**src/ict_defines.vh**
```
// register offsets, field positions, reset values and timing counts of the channel timing block
`ifndef ICT_DEFINES_VH
`define ICT_DEFINES_VH

`define ICT_OFS_PRI_TIM 8'h40
`define ICT_OFS_SEC_TIM 8'h42
`define ICT_OFS_CFG 8'h44
`define ICT_OFS_SLV 8'h46
`define ICT_OFS_STAT 8'h48

`define ICT_TIM_RESET 16'h0000
`define ICT_TIM_WMASK 16'hf3ff
`define ICT_CFG_RESET 3'h0
`define ICT_SLV_RESET 8'h00

`define ICT_BIT_DECODE_EN 15
`define ICT_BIT_DRV1_SEL 14
`define ICT_FLD_SAMPLE 13:12
`define ICT_FLD_RECOV 9:8
`define ICT_BIT_DRV1_DMA_FAST 7
`define ICT_BIT_DRV1_PPE 6
`define ICT_BIT_DRV1_RDY 5
`define ICT_BIT_DRV1_BANK 4
`define ICT_BIT_DRV0_DMA_FAST 3
`define ICT_BIT_DRV0_PPE 2
`define ICT_BIT_DRV0_RDY 1
`define ICT_BIT_DRV0_BANK 0

`define ICT_CFG_IO_EN 0
`define ICT_CFG_PRI_OFF 1
`define ICT_SLV_SAMPLE 3:2
`define ICT_SLV_RECOV 1:0

`define ICT_CMD_PRI 13'h003e
`define ICT_CMD_SEC 13'h002e
`define ICT_CTL_PRI 16'h03f6
`define ICT_CTL_SEC 16'h0376
`define ICT_DATA_REG 3'h0
`define ICT_DEVHEAD_REG 3'h6
`define ICT_DRV_BIT 4
`define ICT_FLOAT_DATA 16'hffff

`define ICT_SAMPLE_C00 3'd5
`define ICT_SAMPLE_C01 3'd4
`define ICT_SAMPLE_C10 3'd3
`define ICT_RECOV_MAX 3'd4
`define ICT_COMPAT_SAMPLE 3'd6
`define ICT_COMPAT_RECOV 3'd7

`endif

```
**src/ict_channel_timing.v**
```verilog
// two-channel disk cable port: legacy decode, timing registers and strobe control
//
// The address-and-strobe port was left to the implementer.
`timescale 1ns/100ps
`default_nettype none
`include "ict_defines.vh"

// Operation
// - two 16-bit read/write channel timing registers, primary and secondary, reset zero
// - timing registers steer cable strobe timing and data-port buffering
// - decode enable set claims command block 1f0-1f7 or 170-177
// - decode enable set also claims control address 3f6 or 376
// - decode works only while the I/O space enable bit is set
// - per-channel interface-off bits silence cable signals despite decode enable
// - drive-1 select clear shares timing; set sends drive 1 to slave timing
// - first ready sample 5, 4 or 3 clocks after strobe; code 11 reserved
// - recovery after last sample is 4, 3, 2 or 1 clocks
// - drive-1 DMA fast bit speeds only drive 1 DMA, not its PIO
// - prefetch/post enable lets data-port reads prefetch and writes post
// - ready sample enable decides if the drive's ready line is sampled
// - fast bank bit picks programmed timing for data-port accesses, else compatible
// - drive-0 DMA fast bit speeds only drive 0 DMA, not its PIO
module ict_channel_timing #(
  parameter [2:0] COMPAT_SAMPLE = `ICT_COMPAT_SAMPLE,
  parameter [2:0] COMPAT_RECOV = `ICT_COMPAT_RECOV
) (
  input wire sys_clk_i,
  input wire rst_n_i,
  input wire [7:0] reg_addr_i,
  input wire [15:0] reg_wdata_i,
  input wire reg_wr_i,
  input wire reg_rd_i,
  output wire [15:0] reg_rdata_o,
  input wire io_req_i,
  input wire io_dma_i,
  input wire io_dma_ch_i,
  input wire [15:0] io_addr_i,
  input wire io_wr_i,
  input wire [15:0] io_wdata_i,
  output wire io_ready_o,
  output wire io_claim_o,
  output wire io_done_o,
  output wire [15:0] io_rdata_o,
  output wire [1:0] cbl_ior_n_o,
  output wire [1:0] cbl_iow_n_o,
  output wire [1:0] cbl_cs0_n_o,
  output wire [1:0] cbl_cs1_n_o,
  output wire [1:0] cbl_dmack_n_o,
  output wire [5:0] cbl_da_o,
  output wire [31:0] cbl_dd_o,
  output wire [1:0] cbl_dd_oe_o,
  input wire [31:0] cbl_dd_i,
  input wire [1:0] cbl_iordy_i
);
  wire rst_n;
  reg [15:0] tim_pri_ff;
  reg [15:0] tim_sec_ff;
  reg [2:0] cfg_ff;
  reg [7:0] slv_ff;
  reg [15:0] reg_rdata_ff;
  reg [15:0] nxt_rdata;
  reg io_done_ff;
  reg [15:0] io_rdata_ff;
  wire [31:0] tim_all;
  wire [1:0] claim;
  wire [1:0] busy;
  wire [1:0] fin;
  wire [31:0] fin_data;
  wire [1:0] drv_sel;
  wire [1:0] pf_valid;

  ict_rst_sync u_rst (
    .sys_clk_i(sys_clk_i),
    .rst_n_i(rst_n_i),
    .rst_n_o(rst_n)
  );

  assign tim_all = {tim_sec_ff, tim_pri_ff};

  // register port
  always @(posedge sys_clk_i or negedge rst_n) begin
    if (!rst_n) begin
      tim_pri_ff <= `ICT_TIM_RESET;
      tim_sec_ff <= `ICT_TIM_RESET;
      cfg_ff <= `ICT_CFG_RESET;
      slv_ff <= `ICT_SLV_RESET;
    end else if (reg_wr_i) begin
      case (reg_addr_i)
        `ICT_OFS_PRI_TIM: tim_pri_ff <= reg_wdata_i & `ICT_TIM_WMASK;
        `ICT_OFS_SEC_TIM: tim_sec_ff <= reg_wdata_i & `ICT_TIM_WMASK;
        `ICT_OFS_CFG: cfg_ff <= reg_wdata_i[2:0];
        `ICT_OFS_SLV: slv_ff <= reg_wdata_i[7:0];
        default: begin
        end
      endcase
    end
  end

  always @* begin
    case (reg_addr_i)
      `ICT_OFS_PRI_TIM: nxt_rdata = tim_pri_ff;
      `ICT_OFS_SEC_TIM: nxt_rdata = tim_sec_ff;
      `ICT_OFS_CFG: nxt_rdata = {13'h0, cfg_ff};
      `ICT_OFS_SLV: nxt_rdata = {8'h00, slv_ff};
      `ICT_OFS_STAT: nxt_rdata = {10'h0, drv_sel, pf_valid, busy};
      default: nxt_rdata = 16'h0000;
    endcase
  end

  always @(posedge sys_clk_i or negedge rst_n) begin
    if (!rst_n) begin
      reg_rdata_ff <= 16'h0000;
      io_done_ff <= 1'b0;
      io_rdata_ff <= 16'h0000;
    end else begin
      reg_rdata_ff <= reg_rd_i ? nxt_rdata : 16'h0000;
      io_done_ff <= |fin;
      io_rdata_ff <= fin[1] ? fin_data[31:16] : fin_data[15:0];
    end
  end

  assign reg_rdata_o = reg_rdata_ff;
  assign io_done_o = io_done_ff;
  assign io_rdata_o = io_rdata_ff;
  assign io_claim_o = |claim;
  assign io_ready_o = ~|busy;

  // one copy of decode, strobe timer and prefetch holder per channel
  genvar ch;
  generate
    for (ch = 0; ch < 2; ch = ch + 1) begin : g_ch
      localparam [0:0] CHB = (ch == 1) ? 1'b1 : 1'b0;
      wire [15:0] tim = tim_all[16*ch +: 16];
      wire [3:0] slv = slv_ff[4*ch +: 4];
      wire off = cfg_ff[`ICT_CFG_PRI_OFF + ch];
      wire sel_cmd;
      wire sel_ctl;
      wire dec;
      wire dsel;
      wire acc;
      wire data_port;
      wire ppe;
      wire pf_hit;
      wire post;
      wire quick;
      wire host_go;
      wire pf_go;
      wire go;
      wire l_dma;
      wire l_data;
      reg fast;
      wire slave;
      wire [1:0] smp_code;
      wire [1:0] rec_code;
      reg [2:0] smp;
      reg [2:0] rec;
      wire rdy_en;
      wire strobe;
      wire smp_pulse;
      wire tmr_busy;
      reg drv_ff;
      reg pf_valid_ff;
      reg pf_pend_ff;
      reg [15:0] pf_data_ff;
      reg op_wr_ff;
      reg op_dma_ff;
      reg op_ctl_ff;
      reg op_data_ff;
      reg op_host_ff;
      reg [2:0] op_da_ff;
      reg [15:0] op_wdata_ff;
      reg [15:0] fin_word;

      assign sel_cmd = io_addr_i[15:3] == (ch == 0 ? `ICT_CMD_PRI : `ICT_CMD_SEC);
      assign sel_ctl = io_addr_i == (ch == 0 ? `ICT_CTL_PRI : `ICT_CTL_SEC);
      assign dec = cfg_ff[`ICT_CFG_IO_EN] & tim[`ICT_BIT_DECODE_EN] & !io_dma_i
                   & (sel_cmd | sel_ctl);
      assign dsel = io_dma_i & (io_dma_ch_i == CHB);
      assign claim[ch] = io_req_i & (dec | dsel);
      assign acc = claim[ch] & io_ready_o;
      assign data_port = sel_cmd & !io_dma_i & (io_addr_i[2:0] == `ICT_DATA_REG);
      assign ppe = drv_ff ? tim[`ICT_BIT_DRV1_PPE] : tim[`ICT_BIT_DRV0_PPE];

      // a prefetched word answers at once; a posted write is acknowledged before the cable
      assign pf_hit = acc & !off & data_port & !io_wr_i & pf_valid_ff & ppe;
      assign post = acc & !off & data_port & io_wr_i & ppe;
      assign quick = acc & (off | pf_hit | post);
      assign host_go = acc & !off & !pf_hit;
      assign pf_go = pf_pend_ff & !tmr_busy;
      assign go = host_go | pf_go;
      assign l_dma = host_go & io_dma_i;
      assign l_data = pf_go | (host_go & data_port);

      // timing pick for the cycle being launched
      always @* begin
        if (l_dma) begin
          fast = drv_ff ? tim[`ICT_BIT_DRV1_DMA_FAST] : tim[`ICT_BIT_DRV0_DMA_FAST];
        end else if (l_data) begin
          fast = drv_ff ? tim[`ICT_BIT_DRV1_BANK] : tim[`ICT_BIT_DRV0_BANK];
        end else begin
          fast = 1'b0;
        end
      end
      assign slave = drv_ff & tim[`ICT_BIT_DRV1_SEL];
      assign smp_code = slave ? slv[`ICT_SLV_SAMPLE] : tim[`ICT_FLD_SAMPLE];
      assign rec_code = slave ? slv[`ICT_SLV_RECOV] : tim[`ICT_FLD_RECOV];

      // the reserved sample code falls back to the shortest legal sample point
      always @* begin
        if (!fast) begin
          smp = COMPAT_SAMPLE;
        end else begin
          case (smp_code)
            2'b00: smp = `ICT_SAMPLE_C00;
            2'b01: smp = `ICT_SAMPLE_C01;
            default: smp = `ICT_SAMPLE_C10;
          endcase
        end
      end

      always @* begin
        if (!fast) begin
          rec = COMPAT_RECOV;
        end else begin
          rec = `ICT_RECOV_MAX - {1'b0, rec_code};
        end
      end
      assign rdy_en = drv_ff ? tim[`ICT_BIT_DRV1_RDY] : tim[`ICT_BIT_DRV0_RDY];

      ict_strobe_timer u_tmr (
        .sys_clk_i(sys_clk_i),
        .rst_n_i(rst_n),
        .start_i(go),
        .sample_i(smp),
        .recov_i(rec),
        .rdy_en_i(rdy_en),
        .iordy_i(cbl_iordy_i[ch]),
        .strobe_o(strobe),
        .sample_o(smp_pulse),
        .busy_o(tmr_busy)
      );

      always @(posedge sys_clk_i or negedge rst_n) begin
        if (!rst_n) begin
          drv_ff <= 1'b0;
          pf_valid_ff <= 1'b0;
          pf_pend_ff <= 1'b0;
          pf_data_ff <= 16'h0000;
          op_wr_ff <= 1'b0;
          op_dma_ff <= 1'b0;
          op_ctl_ff <= 1'b0;
          op_data_ff <= 1'b0;
          op_host_ff <= 1'b0;
          op_da_ff <= 3'h0;
          op_wdata_ff <= 16'h0000;
        end else begin
          if (acc & sel_cmd & io_wr_i & (io_addr_i[2:0] == `ICT_DEVHEAD_REG)) begin
            drv_ff <= io_wdata_i[`ICT_DRV_BIT];
          end
          if (go) begin
            op_wr_ff <= host_go & io_wr_i;
            op_dma_ff <= l_dma;
            op_ctl_ff <= host_go & !io_dma_i & sel_ctl;
            op_data_ff <= l_data;
            op_host_ff <= host_go & !post;
            op_da_ff <= (host_go & !io_dma_i) ? io_addr_i[2:0] : `ICT_DATA_REG;
            op_wdata_ff <= io_wdata_i;
          end
          if (smp_pulse & !op_host_ff & !op_wr_ff) begin
            pf_valid_ff <= 1'b1;
            pf_data_ff <= cbl_dd_i[16*ch +: 16];
          end else if (acc | !ppe) begin
            pf_valid_ff <= 1'b0;
          end
          if (off | !ppe) begin
            pf_pend_ff <= 1'b0;
          end else if (pf_hit | (smp_pulse & op_host_ff & op_data_ff & !op_wr_ff)) begin
            pf_pend_ff <= 1'b1;
          end else if (pf_go) begin
            pf_pend_ff <= 1'b0;
          end
        end
      end

      assign busy[ch] = tmr_busy | pf_pend_ff;
      assign drv_sel[ch] = drv_ff;
      assign pf_valid[ch] = pf_valid_ff;
      assign fin[ch] = quick | (smp_pulse & op_host_ff);
      always @* begin
        if (quick) begin
          fin_word = off ? `ICT_FLOAT_DATA : (pf_hit ? pf_data_ff : 16'h0000);
        end else begin
          fin_word = op_wr_ff ? 16'h0000 : cbl_dd_i[16*ch +: 16];
        end
      end
      assign fin_data[16*ch +: 16] = fin_word;

      // cable side, forced idle while the interface is off
      assign cbl_ior_n_o[ch] = !(strobe & !op_wr_ff & !off);
      assign cbl_iow_n_o[ch] = !(strobe & op_wr_ff & !off);
      assign cbl_cs0_n_o[ch] = !(tmr_busy & !op_dma_ff & !op_ctl_ff & !off);
      assign cbl_cs1_n_o[ch] = !(tmr_busy & !op_dma_ff & op_ctl_ff & !off);
      assign cbl_dmack_n_o[ch] = !(tmr_busy & op_dma_ff & !off);
      assign cbl_da_o[3*ch +: 3] = op_da_ff;
      assign cbl_dd_o[16*ch +: 16] = op_wdata_ff;
      assign cbl_dd_oe_o[ch] = tmr_busy & op_wr_ff & !off;
    end
  endgenerate
endmodule
`default_nettype wire

```
**src/ict_rst_sync.v**
```verilog
// reset release synchroniser
`timescale 1ns/100ps
`default_nettype none
module ict_rst_sync (
  input wire sys_clk_i,
  input wire rst_n_i,
  output wire rst_n_o
);
  reg meta_ff;
  reg sync_ff;

  always @(posedge sys_clk_i or negedge rst_n_i) begin
    if (!rst_n_i) begin
      meta_ff <= 1'b0;
      sync_ff <= 1'b0;
    end else begin
      meta_ff <= 1'b1;
      sync_ff <= meta_ff;
    end
  end

  assign rst_n_o = sync_ff;
endmodule
`default_nettype wire

```
**src/ict_strobe_timer.v**
```verilog
// read/write strobe timer: sample point, ready wait and recovery
`timescale 1ns/100ps
`default_nettype none
module ict_strobe_timer (
  input wire sys_clk_i,
  input wire rst_n_i,
  input wire start_i,
  input wire [2:0] sample_i,
  input wire [2:0] recov_i,
  input wire rdy_en_i,
  input wire iordy_i,
  output wire strobe_o,
  output wire sample_o,
  output wire busy_o
);
  localparam ST_IDLE = 3'b001;
  localparam ST_STROBE = 3'b010;
  localparam ST_RECOV = 3'b100;

  reg [2:0] state_ff;
  reg [2:0] nxt_state;
  reg [2:0] cnt_ff;
  reg [2:0] nxt_cnt;
  reg [2:0] smp_ff;
  reg [2:0] rec_ff;
  reg rdy_en_ff;

  // first sample once the strobe has been out smp_ff clocks; hold while the drive is not ready
  assign sample_o = state_ff[2'd1] && (cnt_ff >= smp_ff) && (!rdy_en_ff || iordy_i);
  assign strobe_o = state_ff[2'd1];
  assign busy_o = !state_ff[2'd0];

  always @* begin
    nxt_state = state_ff;
    nxt_cnt = (cnt_ff == 3'd7) ? cnt_ff : cnt_ff + 3'd1;
    case (state_ff)
      ST_IDLE: begin
        nxt_cnt = 3'd1;
        if (start_i) begin
          nxt_state = ST_STROBE;
        end
      end
      ST_STROBE: begin
        if (sample_o) begin
          nxt_state = ST_RECOV;
          nxt_cnt = 3'd1;
        end
      end
      ST_RECOV: begin
        if (cnt_ff >= rec_ff) begin
          nxt_state = ST_IDLE;
        end
      end
      default: begin
        nxt_state = ST_IDLE;
      end
    endcase
  end

  always @(posedge sys_clk_i or negedge rst_n_i) begin
    if (!rst_n_i) begin
      state_ff <= ST_IDLE;
      cnt_ff <= 3'd1;
      smp_ff <= 3'd1;
      rec_ff <= 3'd1;
      rdy_en_ff <= 1'b0;
    end else begin
      state_ff <= nxt_state;
      cnt_ff <= nxt_cnt;
      if (start_i && state_ff[2'd0]) begin
        smp_ff <= sample_i;
        rec_ff <= recov_i;
        rdy_en_ff <= rdy_en_i;
      end
    end
  end
endmodule
`default_nettype wire

```
**config.mk**
```make
export PLATFORM = sky130hd
export DESIGN_NAME = ict_channel_timing
export DESIGN_NICKNAME = d
export VERILOG_FILES = /design/src/ict_channel_timing.v /design/src/ict_rst_sync.v /design/src/ict_strobe_timer.v
export VERILOG_INCLUDE_DIRS = /design/src
export SDC_FILE = /design/constraint.sdc
export NUM_CORES = 1
export LEC_CHECK = 0
export BUFFER_PORTS_ARGS = -buffer_cell sky130_fd_sc_hd__buf_2
export CAP_MARGIN = 20
export CORE_ASPECT_RATIO = 1.4
export CORE_MARGIN = 5
export CORE_UTILIZATION = 35
export CTS_CLUSTER_DIAMETER = 80
export DETAILED_ROUTE_END_ITERATION = 8
export MAX_ROUTING_LAYER = met4
export PLACE_DENSITY_LB_ADDON = 0.1
export SYNTH_ARGS = -nofsm -noshare
export SYNTH_HDL_FRONTEND = slang
export SYNTH_SLANG_ARGS = --single-unit
```
**constraint.sdc**
```tcl
create_clock -name sys_clk_i -period 7 [get_ports sys_clk_i]
set_input_delay 0.35 -clock sys_clk_i [delete_from_list [all_inputs] [get_ports sys_clk_i]]
set_output_delay 0.35 -clock sys_clk_i [all_outputs]
set_load 0.02 [all_outputs]
```
* After elaboration in Yosys (flattened, before gate mapping) *
Cells that the tools add are included.

storage, ports and cells
  flip-flop bits (word level) = 186
  input bits = 98
  output and inout bits = 85

operators by class
  multiplexer cells = 59
  reductions and logical operators = 57
  $add $sub $neg = 4
  $lt $le $gt $ge = 4
  bitwise operators = 115
  equal/unequal tests = 26

operator list
  operator                                                count
  two-way mux 16 bit                                      10
  AND 1 bit                                               92
  case mux 16 bit (5 select lines)                        1
  two-way mux 3 bit                                       16
  == test 8 x 7 -> 1 bit (second input constant)          5
  zero test 1 bit                                         33
  == test 16 x 10 -> 1 bit (second input constant)        2
  == test 13 x 6 -> 1 bit (second input constant)         2
  case mux 3 bit (2 select lines)                         4
  two-way mux 1 bit                                       22
  OR 1 bit                                                22
  case mux 3 bit (3 select lines)                         2
  == test 3 bit (second input constant)                   5
  greater-or-equal comparator 3 bit                       4
  two-way mux 2 bit                                       4
  inequality test 2 x 1 -> 1 bit (second input constant)  4
  AND reduction 2 bit                                     4
  adder 3 x 1 -> 3 bit (second input constant)            2
  == test 3 x 1 -> 1 bit (second input constant)          2
  == test 3 x 2 -> 1 bit (second input constant)          2
  logical AND 1 bit                                       6
  AND reduction 3 bit                                     2
  nonzero test 3 bit                                      2
  OR reduction 2 bit                                      3
  other kinds (8)                                         14

* Longest topological paths before layout *
  word-level depth = 18
  mapped depth = 10

* Hierarchy *
Synthesis repeated with hierarchy kept, for this count alone.

unflattened totals
  cell total of the unflattened synthesis = 778
  area, all modules = 9,247.6 um2

by module, submodules not included
  module              area each (um2)  cells an instance  instances
  ict_channel_timing  7,757.4          651                1
  ict_strobe_timer    718.2            62                 2
  ict_rst_sync        53.8             3                  1

* Worst setup path before layout *
Ideal clock, no wire load.

  path type = reg-to-reg
  from = register g_ch[0].u_tmr.state_ff[0]
  to = register g_ch[0].op_wdata_ff[4]
  cell stages (with the launch flop) = 8
  slack = 4.128 ns
  arrival = 2.744 ns
  cell sequence = dfstp_2 > and4bb_2 > nand2_1 > or3_1 > clkbuf_1 > o31ai_2 > clkbuf_1 > mux2_1

between the ends
  cells in the longest elaborated chain, start to end = 13
  elaborated cells between the ends (all ways) = 14
  classes of those cells = 10 x bitwise; 4 x reduce/logical

ends and longest elaborated chain
  item                    RTL line                                            RTL
  from (decl)             ict_strobe_timer.v:20                               reg [2:0] state_ff;
  from (signal assigned)  ict_strobe_timer.v:68                               state_ff <= nxt_state;
  zero test 1 bit (*)     ict_strobe_timer.v:31                               assign busy_o = !state_ff[2'd0];
  OR 1 bit (*)            ict_channel_timing.v:285                            assign busy[ch] = tmr_busy | pf_pend_ff;
  OR reduction 2 bit (*)  ict_channel_timing.v:126                            assign io_ready_o = ~|busy;
  zero test 1 bit (*)     ict_channel_timing.v:126
  via io_ready_o          ict_channel_timing.v:40                             output wire io_ready_o,
  AND 1 bit (*)           ict_channel_timing.v:180                            assign acc = claim[ch] & io_ready_o;
  AND 1 bit (*)           ict_channel_timing.v:185, ict_channel_timing.v:188
  AND 1 bit (4 in a row)  ict_channel_timing.v:185                            assign pf_hit = acc & !off & data_port & !io_wr_i & pf_valid_ff & ppe;
  zero test 1 bit         ict_channel_timing.v:188                            assign host_go = acc & !off & !pf_hit;
  AND 1 bit (*)           ict_channel_timing.v:188
  OR 1 bit (*)            ict_channel_timing.v:190                            assign go = host_go | pf_go;
  to (signal assigned)    ict_channel_timing.v:267                            op_wdata_ff <= io_wdata_i;
  to (decl)               ict_channel_timing.v:171                            reg [15:0] op_wdata_ff;

The timed path passes the listed nets; every way through them passes the cells marked *.
A chain may end at the register's enable or synchronous reset.

* Worst setup path after layout *
  from = register g_ch[1].u_tmr.state_ff[0]
  to = register g_ch[0].op_wdata_ff[2]

between the ends
  cells in the longest elaborated chain, start to end = 13

ends and longest elaborated chain
  item                    RTL line
  from (decl)             ict_strobe_timer.v:20
  from (signal assigned)  ict_strobe_timer.v:68
  zero test 1 bit (*)     ict_strobe_timer.v:31
  OR 1 bit (*)            ict_channel_timing.v:285
  OR reduction 2 bit (*)  ict_channel_timing.v:126
  zero test 1 bit (*)     ict_channel_timing.v:126
  AND 1 bit (*)           ict_channel_timing.v:180
  AND 1 bit (*)           ict_channel_timing.v:185, ict_channel_timing.v:188
  AND 1 bit (4 in a row)  ict_channel_timing.v:185
  zero test 1 bit         ict_channel_timing.v:188
  AND 1 bit (*)           ict_channel_timing.v:188
  OR 1 bit (*)            ict_channel_timing.v:190

Every way passes the cells marked *; elsewhere a longest branch is shown, timed or not.

==> impl_metrics.env <==
export IMPL_finalCritPeriodShare=0.4671
export IMPL_setup_tns_final_ps=0
export IMPL_fin_util=0.4338
export IMPL_met1_usage=0.2237
export IMPL_initial_core_util=0.3556
export IMPL_seqPwrFrac=0.455
export IMPL_drt_iter0_markers=296
export IMPL_ir_drop_mv=0.1818
export IMPL_via_count=6495
export IMPL_status="finished clean"
export IMPL_post_cts_resized=0
export IMPL_critPathMaxFanout=15
export IMPL_post_cts_buffers=0
export IMPL_clkLatencyLatePin_ps=440
export IMPL_r2r_start="g_ch[1].u_tmr.state_ff[0]"
export IMPL_root_buffer="clkbuf_16"
export IMPL_syn2layout_area_growth_pct=21.98
export IMPL_first_global_vias=6749
export IMPL_p_sw_mw=0.7346
export IMPL_gp_congestion=0.7871
export IMPL_grt_antenna_before_repair=1
export IMPL_synthArstFlopShare=1.000
export IMPL_grt_pass1_wl_um=38430
export IMPL_totalPowerFinal_mw=2.718
export IMPL_rsz0062_at_grt="false"
export IMPL_grt_total_usage=0.1826
export IMPL_worstSetupPathType="flop to flop"
export IMPL_die_h_um=197.7
export IMPL_core_area_um2=24760
export IMPL_fmax_mhz=305.8
export IMPL_layout_common_cells="178 x buf_2, 175 x dfrtp_1, 110 x mux2_2"
export IMPL_cts_buffer_depth=2
export IMPL_finalMaxSlewViolations=0
export IMPL_crit_start="g_ch[1].u_tmr.state_ff[0]"
export IMPL_clkSinkCount=184
export IMPL_rows=68
export IMPL_p_comb_frac=0.142
export IMPL_internal_power_mw=1.984
export IMPL_viasPerCell=5.167
export IMPL_final_antenna_net_count=0
export IMPL_dr_pass1_iters=6
export IMPL_use_met2=0.3024
export IMPL_ios=183
export IMPL_slew_headroom=0.3730
export IMPL_yosysSeqAreaShare=0.5241
export IMPL_yosysUniqueCellTypes=62
export IMPL_crit_path_end="g_ch[0].op_wdata_ff[2]"
export IMPL_synth_ff_type="dfrtp_1"
export IMPL_setup_viol=0
export IMPL_syn_inst=755
export IMPL_swShare=0.2702
export IMPL_ff2ff_setup_slack_ps=3730
export IMPL_cp_end_kind="flop"
export IMPL_wl_per_cell_um=19.96
export IMPL_critPathLaunchType="flop"
export IMPL_holdCritPathClass="input port to flop"
export IMPL_drive_above_1_share=0.3815
export IMPL_cts_tree="done"
export IMPL_htreeDepth=4
export IMPL_power_per_cell_area_nw_per_um2=253.1
export IMPL_maxCapViolations=0
export IMPL_synth_warning_count=0
export IMPL_design_die_area_um2=28470
export IMPL_rr_worst_depth=6
export IMPL_grt_ovfl_total=0
export IMPL_drc=0
export IMPL_synth_edf_count=0
export IMPL_syn_area_um2=8805
export IMPL_tightest_slew_ps=937.4
export IMPL_ys_seq_elements=184
export IMPL_n_fill_cell=2370
export IMPL_place_ws_ps=3459
export IMPL_finalClockSkew_ps=10.08
export IMPL_die_x_um=144.0
export IMPL_regToRegEndpoint="g_ch[0].op_wdata_ff[2]"
export IMPL_hold_violations=0
export IMPL_avgSynthCellArea_um2=11.66
export IMPL_final_net_count=1042
export IMPL_finalWorstSetupSlack_ps=3730
export IMPL_cts_buffers=17
export IMPL_met3_usage=0.03996
export IMPL_required_ps=7330
export IMPL_busiest_layer="met2"
export IMPL_p_leak_nw=5.241
export IMPL_wl_um=25090
export IMPL_grt_max_degree=78
export IMPL_mostFrequentLayoutCell="buf_2"
export IMPL_place_hpwl_um=18160
export IMPL_p_clk_frac=0.403
export IMPL_port_buffers=178
export IMPL_arrival_ps=3600
export IMPL_period_needed_ps=3270
export IMPL_clkTransAtPathRegs_ps=70
per-stage QoR:
stage / cell area [um^2] / std cells / hold slack [ps]
detailed placement: 10030 / 1222 / 137.6
finish: 10740 / 1257 / 139.4
floorplan: 8808 / 756 / 54.41
global route: 10740 / 1257 / 135.7
global placement: 10030 / 1222 / 134.8
CTS: 10710 / 1255 / 121.4
registers in the layout, indices dropped and copies added, names as in the netlist, 3 cells and up:
signal,cells
g_ch.op_da_ff,6
g_ch.tim,28
slv_ff,8
g_ch.u_tmr.cnt_ff,6
g_ch.u_tmr.smp_ff,6
reg_rdata_o,14
io_rdata_o,16
g_ch.u_tmr.state_ff,6
g_ch.op_wdata_ff,32
g_ch.pf_data_ff,32
cfg_ff,3
g_ch.u_tmr.rec_ff,6
Yosys cell counts (3+ instances only):
cell type	n	area, um^2
nand2_1	41	153.9
mux2_1	4	45.04
mux2_2	110	1239
nor3_1	18	90.09
o21ai_0	31	155.2
inv_1	40	150.1
o22ai_1	4	25.02
a21oi_1	28	140.1
nor2_1	30	112.6
buf_6	3	33.78
a222oi_1	6	60.06
mux2i_1	13	130.1
a31oi_1	3	18.77
or3_1	3	18.77
dfrtp_1	176	4404
nor3_4	3	48.80
nand3_1	16	80.08
a22oi_1	12	90.09
nor2b_1	5	31.28
nand3b_1	7	52.55
a32o_1	18	180.2
nand2b_1	17	106.4
a211o_1	4	35.03
clkbuf_1	26	97.59
dfstp_2	8	210.2
a21o_1	50	375.4
ha_1	16	200.2
or4_1	4	30.03
buf_2	5	25.02
nor3b_1	3	22.52
o22a_1	9	78.83
how the worst min path moves through the flow:
stage	startpoint	end	slack [ps]	cells after the start
2_1_floorplan	rst_n_i	u_rst.meta_ff	50	0
3_3_place_gp	rst_n_i	u_rst.meta_ff	130	1
3_5_place_dp	rst_n_i	u_rst.meta_ff	140	1
4_1_cts	io_wdata_i[3]	g_ch[1].op_wdata_ff[3]	120	2
5_1_grt	io_wdata_i[7]	g_ch[1].op_wdata_ff[7]	140	2
6_report	io_wdata_i[3]	g_ch[1].op_wdata_ff[3]	140	2
power groups by stage:
stage	Combinational (mW)	Sequential, mW	Clock (mW)
2_1_floorplan	0.150	1.33	0
3_3_place_gp	0.383	1.26	0
3_5_place_dp	0.386	1.26	0
4_1_cts	0.387	1.25	1.12
5_1_grt	0.422	1.25	1.15
6_report	0.386	1.24	1.09
routing by layer:
metal / up-vias / part of all wire
met5: - / 0
met4: 0 / 0.015
met3: 22 / 0.058
met2: 179 / 0.50
met1: 3208 / 0.42
li1: 3086 / -
critical path: stages, from the launching register on:
cell      delay, ps
dfstp_2         660
and4bb_2        300
nand2_1         270
or3_1           550
o31ai_4         620
buf_4           370
mux2_2          370
area by class of cell:
cell class                 count  area (um^2)  area share
timing repair buffer         191         1011     0.09413
inverter                      40        150.1     0.01398
clock buffer                  19        452.9     0.04217
antenna                        1        2.502   0.0002330
multi-input combinational    494         3896      0.3628
tap                          315        394.1     0.03670
sequential                   184         4618      0.4300
clock inverter                13        215.2     0.02004
kinds of logic (layout without fill, tap and decap cells):
group | after synthesis | in the layout | synth area share
other | 2 | 4 | 0.0008530
DFF | 184 | 184 | 0.5241
AOI/OAI and AO/OA | 183 | 183 | 0.1513
and+or+nand+nor | 163 | 163 | 0.1010
xor gates and xnor gates | 2 | 2 | 0.001990
muxes | 127 | 127 | 0.1606
adders and majority gates | 16 | 16 | 0.02274
buffers and inverters | 78 | 263 | 0.03737
timing repair:
item,4_1_cts,5_1_grt
setup endpoints to repair,0,0
hold buffers,1,0
hold endpoints to repair,2,0
(Power assumes the default switching activity.)
